[src/cfdm_pkg.sv]
// Purpose: constants and carriers for the fault and config block
// Assumes: 40 MHz clock; trip, margin and level inputs in 1 % steps
// Notes:   nonvolatile array sits outside the block
package cfdm_pkg;
    localparam int CLK_PERIOD_NS = 25;
    localparam int BASE_FAULT_NS = 2500;
    localparam int RELEASE_NS    = 2500;
    localparam int QUAL_ADD_NS [8] = '{0, 400, 2200, 4200, 6200, 8200, 10300, 12700};
    localparam int HYST_PCT [4]    = '{11, 22, 42, 75};
    localparam int HYST_FLOOR_PCT  = 25;
    localparam int OT_BASE_C       = 80;
    localparam int OT_STEP_C       = 7;
    localparam int TEMP_ZERO_CODE  = 2200;
    localparam int TEMP_REF_C      = 25;

    function automatic int cyc_up(input int ns);
        int c;
        c = (ns + CLK_PERIOD_NS - 1) / CLK_PERIOD_NS;
        return (c < 1) ? 1 : c;
    endfunction : cyc_up

    localparam int BASE_CYC = cyc_up(BASE_FAULT_NS);
    localparam int REL_CYC  = cyc_up(RELEASE_NS);

    localparam logic [5:0] ADDR_NV_A    = 6'h09;
    localparam logic [5:0] ADDR_NV_B    = 6'h0A;
    localparam logic [5:0] ADDR_NV_C    = 6'h0B;
    localparam logic [5:0] ADDR_SH_A    = 6'h19;
    localparam logic [5:0] ADDR_SH_B    = 6'h1A;
    localparam logic [5:0] ADDR_STATUS  = 6'h20;

    typedef enum logic {MODE_LOAD = 1'b0, MODE_RUN = 1'b1} cfdm_mode_t;

    typedef struct packed {
        logic       write_lock;
        logic       com_lock;
        logic       spare;
        logic       overheat_detect_disable;
        logic       output_sense_invert;
        logic       clamp_enable;
        logic       fault_output_disable;
        logic       fault_pullup_detach;
        logic [8:0] zero_field_offset_trim;
        logic [8:0] sensitivity_trim;
    } cfdm_cfg_a_t;

    typedef struct packed {
        logic [1:0] overcurrent_release_margin;
        logic       hold_enable;
        logic       positive_trip_disable;
        logic       negative_trip_disable;
        logic [2:0] overcurrent_qualify_delay;
        logic [3:0] overheat_trip_level;
        logic [6:0] negative_trip_level;
        logic [6:0] positive_trip_level;
    } cfdm_cfg_b_t;

    localparam cfdm_cfg_a_t CFG_A_RESET = 26'h000_0000;
    localparam cfdm_cfg_b_t CFG_B_RESET = 26'h000_0000;

    typedef struct packed {
        logic [11:0] temperature;
        logic [2:0]  rsvd_hi;
        logic        low_supply_now;
        logic        high_supply_now;
        logic        overcurrent_now;
        logic        overheat_now;
        logic        fault_pin_now;
        logic [2:0]  rsvd_lo;
        logic [4:0]  seen;
    } cfdm_status_t;

    typedef struct packed {
        logic        valid;
        logic        write;
        logic        via_prog_pin;
        logic [5:0]  addr;
        logic [25:0] wdata;
    } cfdm_req_t;

    typedef struct packed {
        logic        valid;
        logic        refused;
        logic [27:0] rdata;
    } cfdm_rsp_t;

    typedef struct packed {
        logic        valid;
        logic [5:0]  addr;
        logic [25:0] data;
    } cfdm_nvw_t;
endpackage : cfdm_pkg
[src/cfdm_fault_cfg.sv]
// Purpose: fault qualify/release/hold, shadow config and status word
// Assumes: one request per cycle; answer one cycle later
// Notes:   seen bits clear on an accepted status read
`timescale 1ns/1ps
module cfdm_fault_cfg #(
    parameter int CNT_W = 10
) (
    input  wire logic                  clk,
    input  wire logic                  reset_n,
    input  wire cfdm_pkg::cfdm_req_t   req_i,
    input  wire logic [25:0]           nv_a_i,
    input  wire logic [25:0]           nv_b_i,
    input  wire logic [25:0]           nv_c_i,
    input  wire logic [6:0]            level_pos_i,
    input  wire logic [6:0]            level_neg_i,
    input  wire logic [11:0]           temp_code_i,
    input  wire logic                  low_supply_i,
    input  wire logic                  high_supply_i,
    output logic                       fault_n,
    output logic                       fault_pullup_en,
    output cfdm_pkg::cfdm_cfg_a_t      cfg_a_o,
    output cfdm_pkg::cfdm_cfg_b_t      cfg_b_o,
    output cfdm_pkg::cfdm_rsp_t        rsp_o,
    output cfdm_pkg::cfdm_nvw_t        nvw_o
);
    import cfdm_pkg::*;

    if ((2 ** CNT_W) <= BASE_CYC + cyc_up(QUAL_ADD_NS[7]) || (2 ** CNT_W) <= REL_CYC)
    begin : g_chk
        $error("CNT_W too small for the qualify or release counts");
    end

    typedef struct packed {
        cfdm_mode_t                  mode;
        cfdm_cfg_a_t                 cfg_a;
        cfdm_cfg_b_t                 cfg_b;
        logic [1:0][CNT_W-1:0]       qual_cnt;
        logic [1:0][CNT_W-1:0]       rel_cnt;
        logic [1:0]                  oc_side;
        logic                        ot_flag;
        logic                        held;
        logic [4:0]                  seen;
        logic                        fault_n;
        logic                        pullup_en;
        cfdm_rsp_t                   rsp;
        cfdm_nvw_t                   nvw;
    } cfdm_state_t;

    cfdm_state_t s_q;
    cfdm_state_t s_d;

    // margin in percent, clipped so release stays at or above 25 %
    function automatic logic [6:0] hyst_eff(input logic [6:0] trip, input logic [1:0] code);
        logic [6:0] h;
        logic [6:0] lim;
        h   = 7'(HYST_PCT[code]);
        lim = (trip > 7'(HYST_FLOOR_PCT)) ? trip - 7'(HYST_FLOOR_PCT) : 7'h00;
        return (h > lim) ? lim : h;
    endfunction : hyst_eff

    function automatic logic [CNT_W-1:0] qual_target(input logic [2:0] code);
        // code 0 adds nothing, so the added part is rounded up without a one-cycle floor
        return CNT_W'(BASE_CYC + (QUAL_ADD_NS[code] + CLK_PERIOD_NS - 1) / CLK_PERIOD_NS);
    endfunction : qual_target

    // one bit wider than the code: the top levels lie beyond 12 bits and must stay unreachable
    function automatic logic [12:0] ot_code(input logic [3:0] lvl);
        int c;
        c = OT_BASE_C + OT_STEP_C * int'(lvl) - TEMP_REF_C;
        return 13'(TEMP_ZERO_CODE + (c * 27) / 2);
    endfunction : ot_code

    logic [1:0]   over;
    logic [1:0]   below;
    logic         ot_over;
    logic         accepted;
    logic         clr_seen;
    logic [4:0]   now_bits;
    cfdm_status_t status;

    always_comb
    begin
        status                 = '0;
        status.temperature     = temp_code_i;
        status.low_supply_now  = low_supply_i;
        status.high_supply_now = high_supply_i;
        status.overcurrent_now = |s_q.oc_side;
        status.overheat_now    = s_q.ot_flag;
        status.fault_pin_now   = !s_q.fault_n;
        status.seen            = s_q.seen;
        now_bits = {low_supply_i, high_supply_i, |s_q.oc_side, s_q.ot_flag, !s_q.fault_n};
    end

    // ---------------------------------------------------------------
    // next state
    // ---------------------------------------------------------------
    always_comb
    begin
        logic [6:0] trip;
        logic [6:0] lvl;
        logic       dis;
        trip      = '0;
        lvl       = '0;
        dis       = 1'b0;
        s_d       = s_q;
        s_d.rsp   = '0;
        s_d.nvw   = '0;
        clr_seen  = 1'b0;
        over      = '0;
        below     = '0;
        accepted  = req_i.valid && (req_i.via_prog_pin || !s_q.cfg_a.com_lock);
        case (s_q.mode)
            MODE_LOAD:
            begin
                s_d.cfg_a = cfdm_cfg_a_t'(nv_a_i);
                s_d.cfg_b = cfdm_cfg_b_t'(nv_b_i);
                s_d.mode  = MODE_RUN;
            end
            MODE_RUN:
            begin
                if (req_i.valid)
                begin
                    s_d.rsp.valid   = 1'b1;
                    s_d.rsp.refused = !accepted;
                end
                if (accepted)
                begin
                    case (req_i.addr)
                        ADDR_NV_A, ADDR_NV_B, ADDR_NV_C:
                        begin
                            if (req_i.write)
                            begin
                                if (s_q.cfg_a.write_lock)
                                    s_d.rsp.refused = 1'b1;
                                else
                                begin
                                    s_d.nvw.valid = 1'b1;
                                    s_d.nvw.addr  = req_i.addr;
                                    s_d.nvw.data  = req_i.wdata;
                                end
                            end
                            else if (req_i.addr == ADDR_NV_A)
                                s_d.rsp.rdata = {2'b00, nv_a_i};
                            else if (req_i.addr == ADDR_NV_B)
                                s_d.rsp.rdata = {2'b00, nv_b_i};
                            else
                                s_d.rsp.rdata = {2'b00, nv_c_i};
                        end
                        ADDR_SH_A:
                        begin
                            if (req_i.write)
                                s_d.cfg_a = cfdm_cfg_a_t'(req_i.wdata);
                            else
                                s_d.rsp.rdata = {2'b00, s_q.cfg_a};
                        end
                        ADDR_SH_B:
                        begin
                            if (req_i.write)
                                s_d.cfg_b = cfdm_cfg_b_t'(req_i.wdata);
                            else
                                s_d.rsp.rdata = {2'b00, s_q.cfg_b};
                        end
                        ADDR_STATUS:
                        begin
                            if (req_i.write)
                                s_d.rsp.refused = 1'b1;
                            else
                            begin
                                s_d.rsp.rdata = status;
                                clr_seen      = 1'b1;
                            end
                        end
                        default: s_d.rsp.refused = 1'b1;
                    endcase
                end
            end
            default: s_d.mode = MODE_LOAD;
        endcase

        // side 0 positive, side 1 negative, each on its own trip
        for (int i = 0; i < 2; i++)
        begin
            trip = (i == 0) ? s_q.cfg_b.positive_trip_level : s_q.cfg_b.negative_trip_level;
            lvl  = (i == 0) ? level_pos_i : level_neg_i;
            dis  = (i == 0) ? s_q.cfg_b.positive_trip_disable
                            : s_q.cfg_b.negative_trip_disable;
            over[i]  = !dis && (s_q.mode == MODE_RUN) && (lvl >= trip);
            below[i] = lvl < (trip - hyst_eff(trip, s_q.cfg_b.overcurrent_release_margin));
            if (!s_q.oc_side[i])
            begin
                s_d.rel_cnt[i] = '0;
                if (!over[i])
                    s_d.qual_cnt[i] = '0;
                else if (s_q.qual_cnt[i] >= qual_target(s_q.cfg_b.overcurrent_qualify_delay) - 1'b1)
                begin
                    s_d.oc_side[i]  = 1'b1;
                    s_d.qual_cnt[i] = '0;
                end
                else
                    s_d.qual_cnt[i] = s_q.qual_cnt[i] + 1'b1;
            end
            else if ((below[i] || dis) && !s_q.cfg_b.hold_enable && !s_q.held)
            begin
                if (s_q.rel_cnt[i] >= CNT_W'(REL_CYC - 1))
                begin
                    s_d.oc_side[i] = 1'b0;
                    s_d.rel_cnt[i] = '0;
                end
                else
                    s_d.rel_cnt[i] = s_q.rel_cnt[i] + 1'b1;
            end
            else
                s_d.rel_cnt[i] = '0;
        end

        ot_over = !s_q.cfg_a.overheat_detect_disable && (s_q.mode == MODE_RUN)
                  && ({1'b0, temp_code_i} >= ot_code(s_q.cfg_b.overheat_trip_level));
        if (ot_over)
            s_d.ot_flag = 1'b1;
        else if (!s_q.cfg_b.hold_enable && !s_q.held)
            s_d.ot_flag = 1'b0;

        s_d.held = s_q.held | (s_q.cfg_b.hold_enable & (|s_d.oc_side | s_d.ot_flag));
        s_d.fault_n   = !((|s_d.oc_side | s_d.ot_flag | s_d.held)
                          && !s_q.cfg_a.fault_output_disable);
        s_d.pullup_en = !s_q.cfg_a.fault_pullup_detach;
        // a new occurrence beats the clear of the read
        s_d.seen = (clr_seen ? 5'h00 : s_q.seen) | now_bits;
    end

    // ---------------------------------------------------------------
    // state register
    // ---------------------------------------------------------------
    always_ff @(posedge clk)
    begin
        if (!reset_n)
        begin
            s_q           <= '0;
            s_q.mode      <= MODE_LOAD;
            s_q.cfg_a     <= CFG_A_RESET;
            s_q.cfg_b     <= CFG_B_RESET;
            s_q.fault_n   <= 1'b1;
            s_q.pullup_en <= 1'b1;
        end
        else
            s_q <= s_d;
    end

    assign fault_n         = s_q.fault_n;
    assign fault_pullup_en = s_q.pullup_en;
    assign cfg_a_o         = s_q.cfg_a;
    assign cfg_b_o         = s_q.cfg_b;
    assign rsp_o           = s_q.rsp;
    assign nvw_o           = s_q.nvw;
endmodule : cfdm_fault_cfg

[config.mk]
export PLATFORM = sky130hd
export DESIGN_NAME = cfdm_fault_cfg
export DESIGN_NICKNAME = d
export VERILOG_FILES = /design/src/cfdm_pkg.sv /design/src/cfdm_fault_cfg.sv
export SDC_FILE = /design/constraint.sdc
export NUM_CORES = 1
export LEC_CHECK = 0
export ABC_AREA = 1
export CORE_MARGIN = 5
export CORE_UTILIZATION = 35
export CTS_CLUSTER_SIZE = 28
export DETAILED_ROUTE_END_ITERATION = 7
export DONT_BUFFER_PORTS = 1
export PLACE_DENSITY = 0.59
export SLEW_MARGIN = 20
export SYNTH_ARGS = -nofsm -noshare
export SYNTH_HDL_FRONTEND = slang
export SYNTH_SLANG_ARGS = --single-unit
[constraint.sdc]
create_clock -name clk -period 9.75 [get_ports clk]
set_input_delay 1.95 -clock clk [delete_from_list [all_inputs] [get_ports clk]]
set_output_delay 1.95 -clock clk [all_outputs]
set_load 0.05 [all_outputs]
### Yosys cells after proc, flatten, opt, wreduce, memory -nomap -nowiden

Memories as Yosys holds them, arrays and structs flattened.
Index checks and enable logic that the tools add are counted.

* add/subtract/negate cells: 16
* multipliers: 2
* div/mod/pow operators: 1
* $lt $le $gt $ge: 15
* eq/ne operators: 10
* muxes and demuxes: 61
* bitwise gates (word level): 17
* reduce and logical (&&, ||, !) cells: 39

Operators by type and width (count)
* 2-to-1 mux 26 bit: 8
* 2-to-1 mux 167 bit: 1
* 2-to-1 mux 10 bit: 12
* one-hot mux 28 bit (4 select lines): 1
* one-hot mux 52 bit (2 select lines): 1
* 2-to-1 mux 33 bit: 3
* binary-select mux 32 bit (select 2 bit): 1
* 2-to-1 mux 32 bit: 2
* 2-to-1 mux 63 bit: 1
* 2-to-1 mux 62 bit: 1
* 2-to-1 mux 52 bit: 1
* 2-to-1 mux 7 bit: 6
* adder 10 x 1 -> 10 bit, second input constant: 4
* adder 32 x 6 -> 32 bit, second input constant: 1
* divider 32 x 6 -> 32 bit, second input constant: 1
* subtractor 32 x 2 -> 32 bit, second input constant: 1
* 2-to-1 mux 28 bit: 1
* >= comparator 10 bit: 2
* >= comparator 10 x 7 -> 1 bit, second input constant: 2
* 2-to-1 mux 1 bit: 19
* == test 6 x 4 -> 1 bit, second input constant: 3
* multiplier 9 x 6 -> 15 bit, second input constant: 1
* >= comparator 7 bit: 2
* greater-than comparator 7 x 5 -> 1 bit, second input constant: 2
* 37 further kinds: 84

* register bits: 167
* memory bits (read-only): 256
* output and inout bits: 117
* memories: 1

Memories
* (no name shown): words 8, bits a word 32, rd ports 1, clocked after Yosys merged registers in 0, write ports 0, line cfdm_fault_cfg.sv:63 `return CNT_W'(BASE_CYC + (QUAL_ADD_NS[code] + CLK_PERIOD_NS - 1) / CLK_PERIOD_NS);`

### Longest topological paths before layout

Gate-level depths: netlist (run 1).

* depth in word-level cells: 21
* depth in mapped cells: 72
* gate-level depth less buffers: 72

### Worst setup path before layout (run 1)

Ideal clock, no wire load.

* path type: register to register
* start point: register s_q, in the netlist cfg_b_o[19]
* end point: register s_q[107] in the netlist's numbering
* setup time: 0.073 ns
* arrival time: 7.102 ns
* data required time: 9.677 ns
* setup slack: 2.575 ns
* stages on the path, launching flop included: 64
* period minus slack after synthesis: 7.175 ns
* cell sequence: dfxtp_1 -> inv_1 -> ha_1 -> o21ai_1 -> ha_1 -> inv_1 -> nor2_1 -> nand3_1 -> nor3_2 -> inv_1 -> nand2_1 -> a21oi_1 -> ha_1 -> inv_1 -> nand3_1 -> nand2_2 -> nand2_2 -> nor2_4 -> [28 not listed] -> nand2_1 -> nor2_1 -> nand3_1 -> nand2_2 -> nand2_2 -> xor2_1 -> ha_1 -> o21ai_0 -> nand2_1 -> a21o_1 -> or2_2 -> nand2_1 -> nand2_1 -> nand2_1 -> nand2_2 -> o21ai_2 -> inv_2 -> nor3b_2

* word-level cells in the longest chain between the ends: 12

RTL lines
* from (decl): line cfdm_fault_cfg.sv:49 `cfdm_state_t s_q;`
* inverter 3 -> 4 bit (implied by the code): line cfdm_fault_cfg.sv:63
* memory (8 x 32 bit)
* 2-to-1 mux 32 bit (implied by the code) (2 in series): line cfdm_fault_cfg.sv:63
* adder 32 x 6 -> 32 bit: line cfdm_fault_cfg.sv:63
* subtractor 32 x 2 -> 32 bit: line cfdm_fault_cfg.sv:63
* divider 32 x 6 -> 32 bit: line cfdm_fault_cfg.sv:63
* adder 8 x 10 -> 10 bit: line cfdm_fault_cfg.sv:63
* subtractor 10 x 1 -> 10 bit: line cfdm_fault_cfg.sv:194 `else if (s_q.qual_cnt[i] >= qual_target(s_q.cfg_b.overcurrent_qualify_delay) - 1'b1)`
* >= comparator 10 bit: line cfdm_fault_cfg.sv:194
* 2-to-1 mux 10 bit: line cfdm_fault_cfg.sv:194
* 2-to-1 mux 10 bit: line cfdm_fault_cfg.sv:192 `if (!over[i])`

Every way passes these cells. The select of a mux whose other input is x is not followed.
A chain may end at the register's enable or synchronous reset.

### Worst setup path in the final report (run 1)

* start point: register s_q, in the netlist cfg_b_o[18]
* end point: register s_q[107] in the netlist's numbering

Same word-level chain as after synthesis.

==> results_dict.tcl, run 1 <==
set metrics [dict create \
    core_area_sq_mm 0.0395 \
    cts.sinks 167 \
    fin_crit_ns 8.38 \
    met2_length_mm 21.0 \
    grt-ovfl-total 0 \
    ys_top_cells_by_area "dfxtp_1 24%, ha_1 13%, nand2_1 11%" \
    maxSlewHeadroom_pct 23.1 \
    ys_seq_elements 167 \
    criticalPathCategory "reg -> reg" \
    yosys-top-cells-count "418 x nand2_1, 236 x inv_1, 167 x dfxtp_1" \
    initial_core_util_pct 35.1 \
    critPathSlowestCell "ha_1" \
    antenna_found_initial 0 \
    cts-buffers-inserted 17 \
    powerDensity_mw_per_mm2 241 \
    clock_latency_ns 0.45 \
    p_sw_w 0.00158 \
    worst_slew_pin_slew_ns 1.14 \
    fin_ws_ns 1.37 \
    viasPerCell 5.23 \
    r2r-start "cfg_b_o[18]$_SDFFE_PN0P_" \
    ys_dominant_reg_cell "dfxtp_1" \
    multi_input_area_sq_mm 0.00856 \
    synth_warnings 0 \
    slew_violations 0 \
    gp_congestion 0.901 \
    grt_pass1_wl_mm 70.6 \
    pwr-share-comb_pct 57.3 \
    crit_fanout 10 \
    r2r_slack_ns 1.37 \
    synth_edf_count 0 \
    async_reset_ff_share_pct 0 \
    fmax_mhz 119 \
    cts-root-buf "clkbuf_16" \
    setup_viol 0 \
    dp_slack_ns 1.40 \
    outcome "completed" \
    start_kind "register" \
    crit_top_cell "nand2_1" \
    finClkSkew_ns 0.0114 \
    worstHoldStart "s_q[74]$_SDFF_PP0_" \
    diodes 0 \
    cts_tree "yes" \
    vias 12500 \
    clk_pin_slew_worst_paths_ns 0.08 \
    grt_pass1_vias 12000 \
    rsz0062_at_grt "no" \
    yosysTopAreaCell "dfxtp_1" \
    avgSynthCellArea_sq_um 7.03 \
    cts_resized 0 \
    yosysUniqueCellTypes 57 \
    required_ns 10.13 \
    initialDrtViolationCount 1012 \
    grt.total_usage_pct 20.3 \
    portBuffers 0 \
    slowest_delay_ns 0.39 \
    drive_gt1_share_pct 8.78 \
    r2r-end "s_q[107]$_SDFFE_PN0N_" \
    power.leakage_nw 6.65 \
    swShare_pct 46.0 \
    worstSetupStartpoint "cfg_b_o[18]$_SDFFE_PN0P_" \
    holdPathEnd "s_q[74]$_SDFF_PP0_" \
    dp_hpwl_mm 36.8 \
    htree_levels 4 \
    routed_wl_mm 46.3 \
    synth_area_sq_mm 0.0139 \
    core.rowCount 73 \
    dr.max_layer_used "met4" \
    avgRoutedWirePerCell_um 19.3 \
    drv_cap 0 \
    cts_setup_buffers 0 \
    grt_max_degree 63 \
    endpoint_kind "register" \
    hold_viol 0 \
    yosysMostFrequentCell "nand2_1" \
    pwr-share-seq_pct 22.6 \
    ios 260 \
    drc 0 \
    synth_top_area_share_pct 24.1 \
    syn_inst 1978 \
    p_int_w 0.00186 \
    area_growth_pct 2.83 \
    hold_path.class "reg -> reg" \
    drtPass1Iterations 7 \
    n_fill_cell 4214 \
    fin_nets 2156 \
    yosysSeqAreaShare_pct 24.1 \
    period_share_pct 85.9 \
    power.total_w 0.00344 \
    dieWidth_um 209 \
    die_h_um 209 \
    wl_met3_mm 3.95 \
    arrival_ns 8.76 \
    setup_tns_ns 0 \
    irDropWorstVdd_v 0.000196 \
    drtAntennaViolNets 0 \
    p_clk_share_pct 20.1 \
    r2r.worst_path.cells 60 \
    ctsHoldBuffers 0 \
    ff_latch_area_sq_mm 0.00334 \
    drt-met1-wl_mm 20.2 \
    dieArea_sq_mm 0.0438 \
    cts_buffer_depth 2 \
    worstHoldPathCells 1 \
]
==> how the worst max path moves through the flow <==
stage | endpoint | cells past startpoint | slack [ns]
6_report | s_q[107]$_SDFFE_PN0N_ | 60 | 1.37
5_1_grt | s_q[98]$_SDFFE_PN0N_ | 60 | 0.35
4_1_cts | s_q[107]$_SDFFE_PN0N_ | 60 | 1.38
3_5_place_dp | s_q[109]$_SDFFE_PN0N_ | 64 | 1.40
3_3_place_gp | s_q[107]$_SDFFE_PN0N_ | 66 | 1.71
2_1_floorplan | s_q[107]$_SDFFE_PN0N_ | 63 | 2.58
==> stage by stage <==
stage                     util (%)  hold WS (ns)  cell area (sq um)  std cells
after floorplan                  -         0.384              13900       1988
after global placement        34.6         0.432              13700       2360
after detailed placement      34.6         0.440              13700       2360
after CTS                     36.1         0.456              14300       2392
after global routing          36.1         0.482              14300       2393
final                         36.1         0.453              14300       2393
==> cell type report <==
class	count	share of cell area [%]
multi-input cells	1390	59.9
well taps	525	4.60
repair buffers	21	1.13
flip-flops and latches	167	23.4
clock inverters	15	1.25
inverters	258	6.78
clock buffers	17	2.98
==> worst max-delay path: cells and delay by family (launching register included) <==
kind / cells / cell delay, ns
and+or+nand+nor: 40 / 4.72
AOI/OAI and AO/OA: 6 / 0.89
DFF: 1 / 0.31
adders and majority gates: 4 / 1.15
xor gates and xnor gates: 2 / 0.48
buffers and inverters: 8 / 0.73
==> metal layers <==
metal	vias to the layer above	global-route usage, %
met3	68	6.26
met1	5836	26.0
met4	0	5.96
met2	470	33.1
met5	-	0
li1	6138	-
==> power by group through the flow <==
stage          logic, W  registers [W]  clock network, W
2_1_floorplan   0.00167       0.000735                 0
3_3_place_gp    0.00192       0.000793                 0
3_5_place_dp    0.00196       0.000793                 0
4_1_cts         0.00198       0.000777          0.000710
5_1_grt         0.00225       0.000779          0.000736
6_report        0.00197       0.000777          0.000693
==> flip-flops by register name, summed over array words and instances, names as in the netlist <==
| signal | cells |
|---|---|
| cfg_b_o | 26 |
| s_q | 49 |
| fault_pullup_en | 1 |
| fault_n | 1 |
| cfg_a_o | 26 |
| nvw_o | 33 |
| rsp_o | 30 |
| now_bits | 1 |
==> cell families (layout without fill, tap and decap cells) <==
family | count (synthesis) | in the layout | synth area share [%]
adders and majority gates | 158 | 158 | 15.1
DFF | 167 | 167 | 24.1
and+or+nand+nor | 825 | 825 | 27.1
buffers and inverters | 431 | 311 | 14.9
xor gates and xnor gates | 60 | 60 | 4.05
AOI/OAI and AO/OA | 336 | 336 | 14.8
other | 1 | 11 | 0.0270
==> cell usage in the layout (no fill, tap or decap), types with 10 or more instances in the layout <==
master / n
fa_1: 17
o21ai_0: 62
nand4_1: 22
ha_1: 141
nand3_1: 133
nor2_2: 12
xor2_1: 40
nand2_2: 27
a221oi_1: 10
a21o_1: 11
a21oi_1: 111
buf_4: 20
nor2_1: 144
a22oi_1: 24
o211ai_1: 33
inv_2: 18
nor3_2: 11
xnor2_1: 18
inv_1: 235
nand2_1: 416
conb_1: 11
a31oi_1: 41
clkbuf_16: 17
nor3_1: 10
dfxtp_1: 167
Note: power is estimated with default switching activity, not from simulation.
==> run 2, diff against run 1 <==
--- a/config.mk
+++ b/config.mk
@@ -7,11 +7,12 @@
 export LEC_CHECK = 0
 export ABC_AREA = 1
 export CORE_MARGIN = 5
-export CORE_UTILIZATION = 35
+export CORE_UTILIZATION = 60
 export CTS_CLUSTER_SIZE = 28
 export DETAILED_ROUTE_END_ITERATION = 7
 export DONT_BUFFER_PORTS = 1
-export PLACE_DENSITY = 0.59
+export PLACE_DENSITY = 0.86
+export REMOVE_ABC_BUFFERS = 1
 export SLEW_MARGIN = 20
 export SYNTH_ARGS = -nofsm -noshare
 export SYNTH_HDL_FRONTEND = slang
==> run 2 against run 1 <==
Sequential cell count stayed put. Die area is 40% lower. Highest routed layer unchanged. Clock skew is 0.017 ns higher. Clock power is 5.6% higher. Total power is 1.7% higher. Combinational power hardly changed. Non-clock buffer count is 5 lower.
==> results_dict.tcl, run 2 (synthesized netlist as in run 1, its figures left out) <==
set metrics [dict create \
    outcome "completed" \
    dp_hpwl_mm 32.0 \
    area_growth_pct 0.702 \
    antenna_found_initial 1 \
    power.leakage_nw 6.64 \
    r2r-end "s_q[108]$_SDFFE_PN0N_" \
    crit_fanout 10 \
    cts_resized 0 \
    worst_slew_pin_slew_ns 1.08 \
    utilization_pct 61.6 \
    grt_max_degree 64 \
    clock_latency_ns 0.46 \
    drv_cap 0 \
    routed_wl_mm 42.1 \
    dieWidth_um 162 \
    clk_pin_slew_worst_paths_ns 0.08 \
    fin_nets 2151 \
    p_int_w 0.00188 \
    layout_common_cells "417 x nand2_1, 235 x inv_1, 167 x dfxtp_1, 144 x nor2_1, 141 x ha_1" \
    cts_setup_buffers 0 \
    grt_pass1_vias 12600 \
    holdPathEnd "s_q[74]$_SDFF_PP0_" \
    die_h_um 162 \
    pwr-share-comb_pct 57.0 \
    regMostFlops "s_q" \
    core_area_sq_mm 0.0227 \
    irDropWorstVdd_v 0.000257 \
    drive_gt1_share_pct 8.48 \
    slew_violations 0 \
    htree_levels 4 \
    rsz0062_at_grt "no" \
    worstHoldPathCells 1 \
    fin_crit_ns 8.32 \
    setup_viol 0 \
    start_kind "register" \
    setup_tns_ns 0 \
    cts-buffers-inserted 17 \
    p_sw_w 0.00162 \
    slowest_delay_ns 0.39 \
    gp_congestion 0.997 \
    drc 0 \
    drtAntennaViolNets 0 \
    hold_viol 0 \
    drtPass1Iterations 6 \
    worstHoldStart "s_q[74]$_SDFF_PP0_" \
    cts.sinks 167 \
    ctsHoldBuffers 0 \
    fmax_mhz 120 \
    vias 12900 \
    final_cells 2149 \
    arrival_ns 8.69 \
    r2r_slack_ns 1.43 \
    required_ns 10.12 \
    period_share_pct 85.4 \
    initialDrtViolationCount 990 \
    cts_buffer_depth 2 \
    pwr-share-seq_pct 22.1 \
    p_clk_share_pct 20.9 \
    largest_reg_flops 49 \
    ios 260 \
    swShare_pct 46.4 \
    viasPerCell 6.00 \
    place_inst 2116 \
    grt.total_usage_pct 31.3 \
    finClkSkew_ns 0.0284 \
    dieArea_sq_mm 0.0263 \
    n_fill_cell 2010 \
    powerDensity_mw_per_mm2 250 \
    cts_tree "yes" \
    endpoint_kind "register" \
    core.rowCount 55 \
    layout_commonest_cell "nand2_1" \
    crit_top_cell "nand2_1" \
    avgRoutedWirePerCell_um 19.6 \
    cts-root-buf "clkbuf_16" \
    critPathSlowestCell "ha_1" \
    grt-ovfl-total 0 \
    r2r-start "cfg_b_o[18]$_SDFFE_PN0P_" \
    portBuffers 0 \
    criticalPathCategory "reg -> reg" \
    maxSlewHeadroom_pct 27.5 \
    r2r.worst_path.cells 64 \
    grt_pass1_wl_mm 65.8 \
    hold_path.class "reg -> reg" \
    initial_core_util_pct 61.2 \
]
[run 2: changes by cell type in the layout (fill, tap and decap cells not counted)]
cell	previous run	this run
buf_4	20	16
buf_6	1	0
clkinv_2	0	1
clkinv_4	3	0
diode_2	0	1
inv_12	0	5
inv_2	18	17
inv_6	3	0
inv_8	4	5
nand2_1	416	417
nand2_2	27	26
nor2_2	12	11
nor2_4	5	6
[run 2: critical path: cells and delay by family (launching register included)]
kind | cells | cell delay [ns]
flops | 1 | 0.31
compound gates | 7 | 1.03
fa+ha+maj | 4 | 1.23
xor+xnor | 2 | 0.45
simple gates | 42 | 4.42
buf+inv | 9 | 0.82
[run 2: worst max-delay path by stage]
stage / to / start / depth (start not counted)
5_1_grt: s_q[105]$_SDFFE_PN0N_ / cfg_b_o[18]$_SDFFE_PN0P_ / 64
4_1_cts: s_q[97]$_SDFFE_PN0N_ / cfg_b_o[18]$_SDFFE_PN0P_ / 64
2_1_floorplan: s_q[107]$_SDFFE_PN0N_ / cfg_b_o[19]$_SDFFE_PN0P_ / 63
6_report: s_q[108]$_SDFFE_PN0N_ / cfg_b_o[18]$_SDFFE_PN0P_ / 64
3_5_place_dp: s_q[97]$_SDFFE_PN0N_ / cfg_b_o[18]$_SDFFE_PN0P_ / 64
3_3_place_gp: s_q[108]$_SDFFE_PN0N_ / cfg_b_o[18]$_SDFFE_PN0P_ / 64
[run 2: cell type report]
cell class,count,area [sq um],area share [%]
Tap cell,285,357,2.55
Timing Repair Buffer,16,120,0.858
Clock inverter,15,219,1.56
Inverter,258,970,6.93
Antenna cell,1,2.50,0.0179
Sequential cell,167,3340,23.9
Clock buffer,17,425,3.04
Multi-Input combinational cell,1390,8560,61.2
[run 2: metrics by stage]
| step | total power (W) | hold slack [ns] | area, sq um | worst slack, ns |
|---|---|---|---|---|
| 4_1_cts | 0.00349 | 0.453 | 14000 | 1.56 |
| 6_report | 0.00350 | 0.450 | 14000 | 1.43 |
| 5_1_grt | 0.00385 | 0.486 | 14000 | 0.572 |
| 2_1_floorplan | 0.00238 | 0.418 | 12800 | 2.14 |
| 3_3_place_gp | 0.00266 | 0.432 | 13400 | 1.99 |
| 3_5_place_dp | 0.00275 | 0.442 | 13400 | 1.63 |
[run 2: per-layer routing]
| layer | global-route usage, % | up-vias | share of wire [%] |
|---|---|---|---|
| li1 | - | 6131 | - |
| met1 | 35.0 | 5880 | 36 |
| met2 | 53.1 | 700 | 47 |
| met3 | 8.09 | 185 | 9.9 |
| met4 | 19.6 | 0 | 7.0 |
| met5 | 0 | - | 0 |
[run 2: power by group through the flow]
stage	sequential (W)	clock [W]	combinational, W
4_1_cts	0.000775	0.000735	0.00198
6_report	0.000775	0.000732	0.00199
5_1_grt	0.000778	0.000768	0.00231
3_3_place_gp	0.000790	0	0.00187
2_1_floorplan	0.000784	0	0.00159
3_5_place_dp	0.000791	0	0.00196
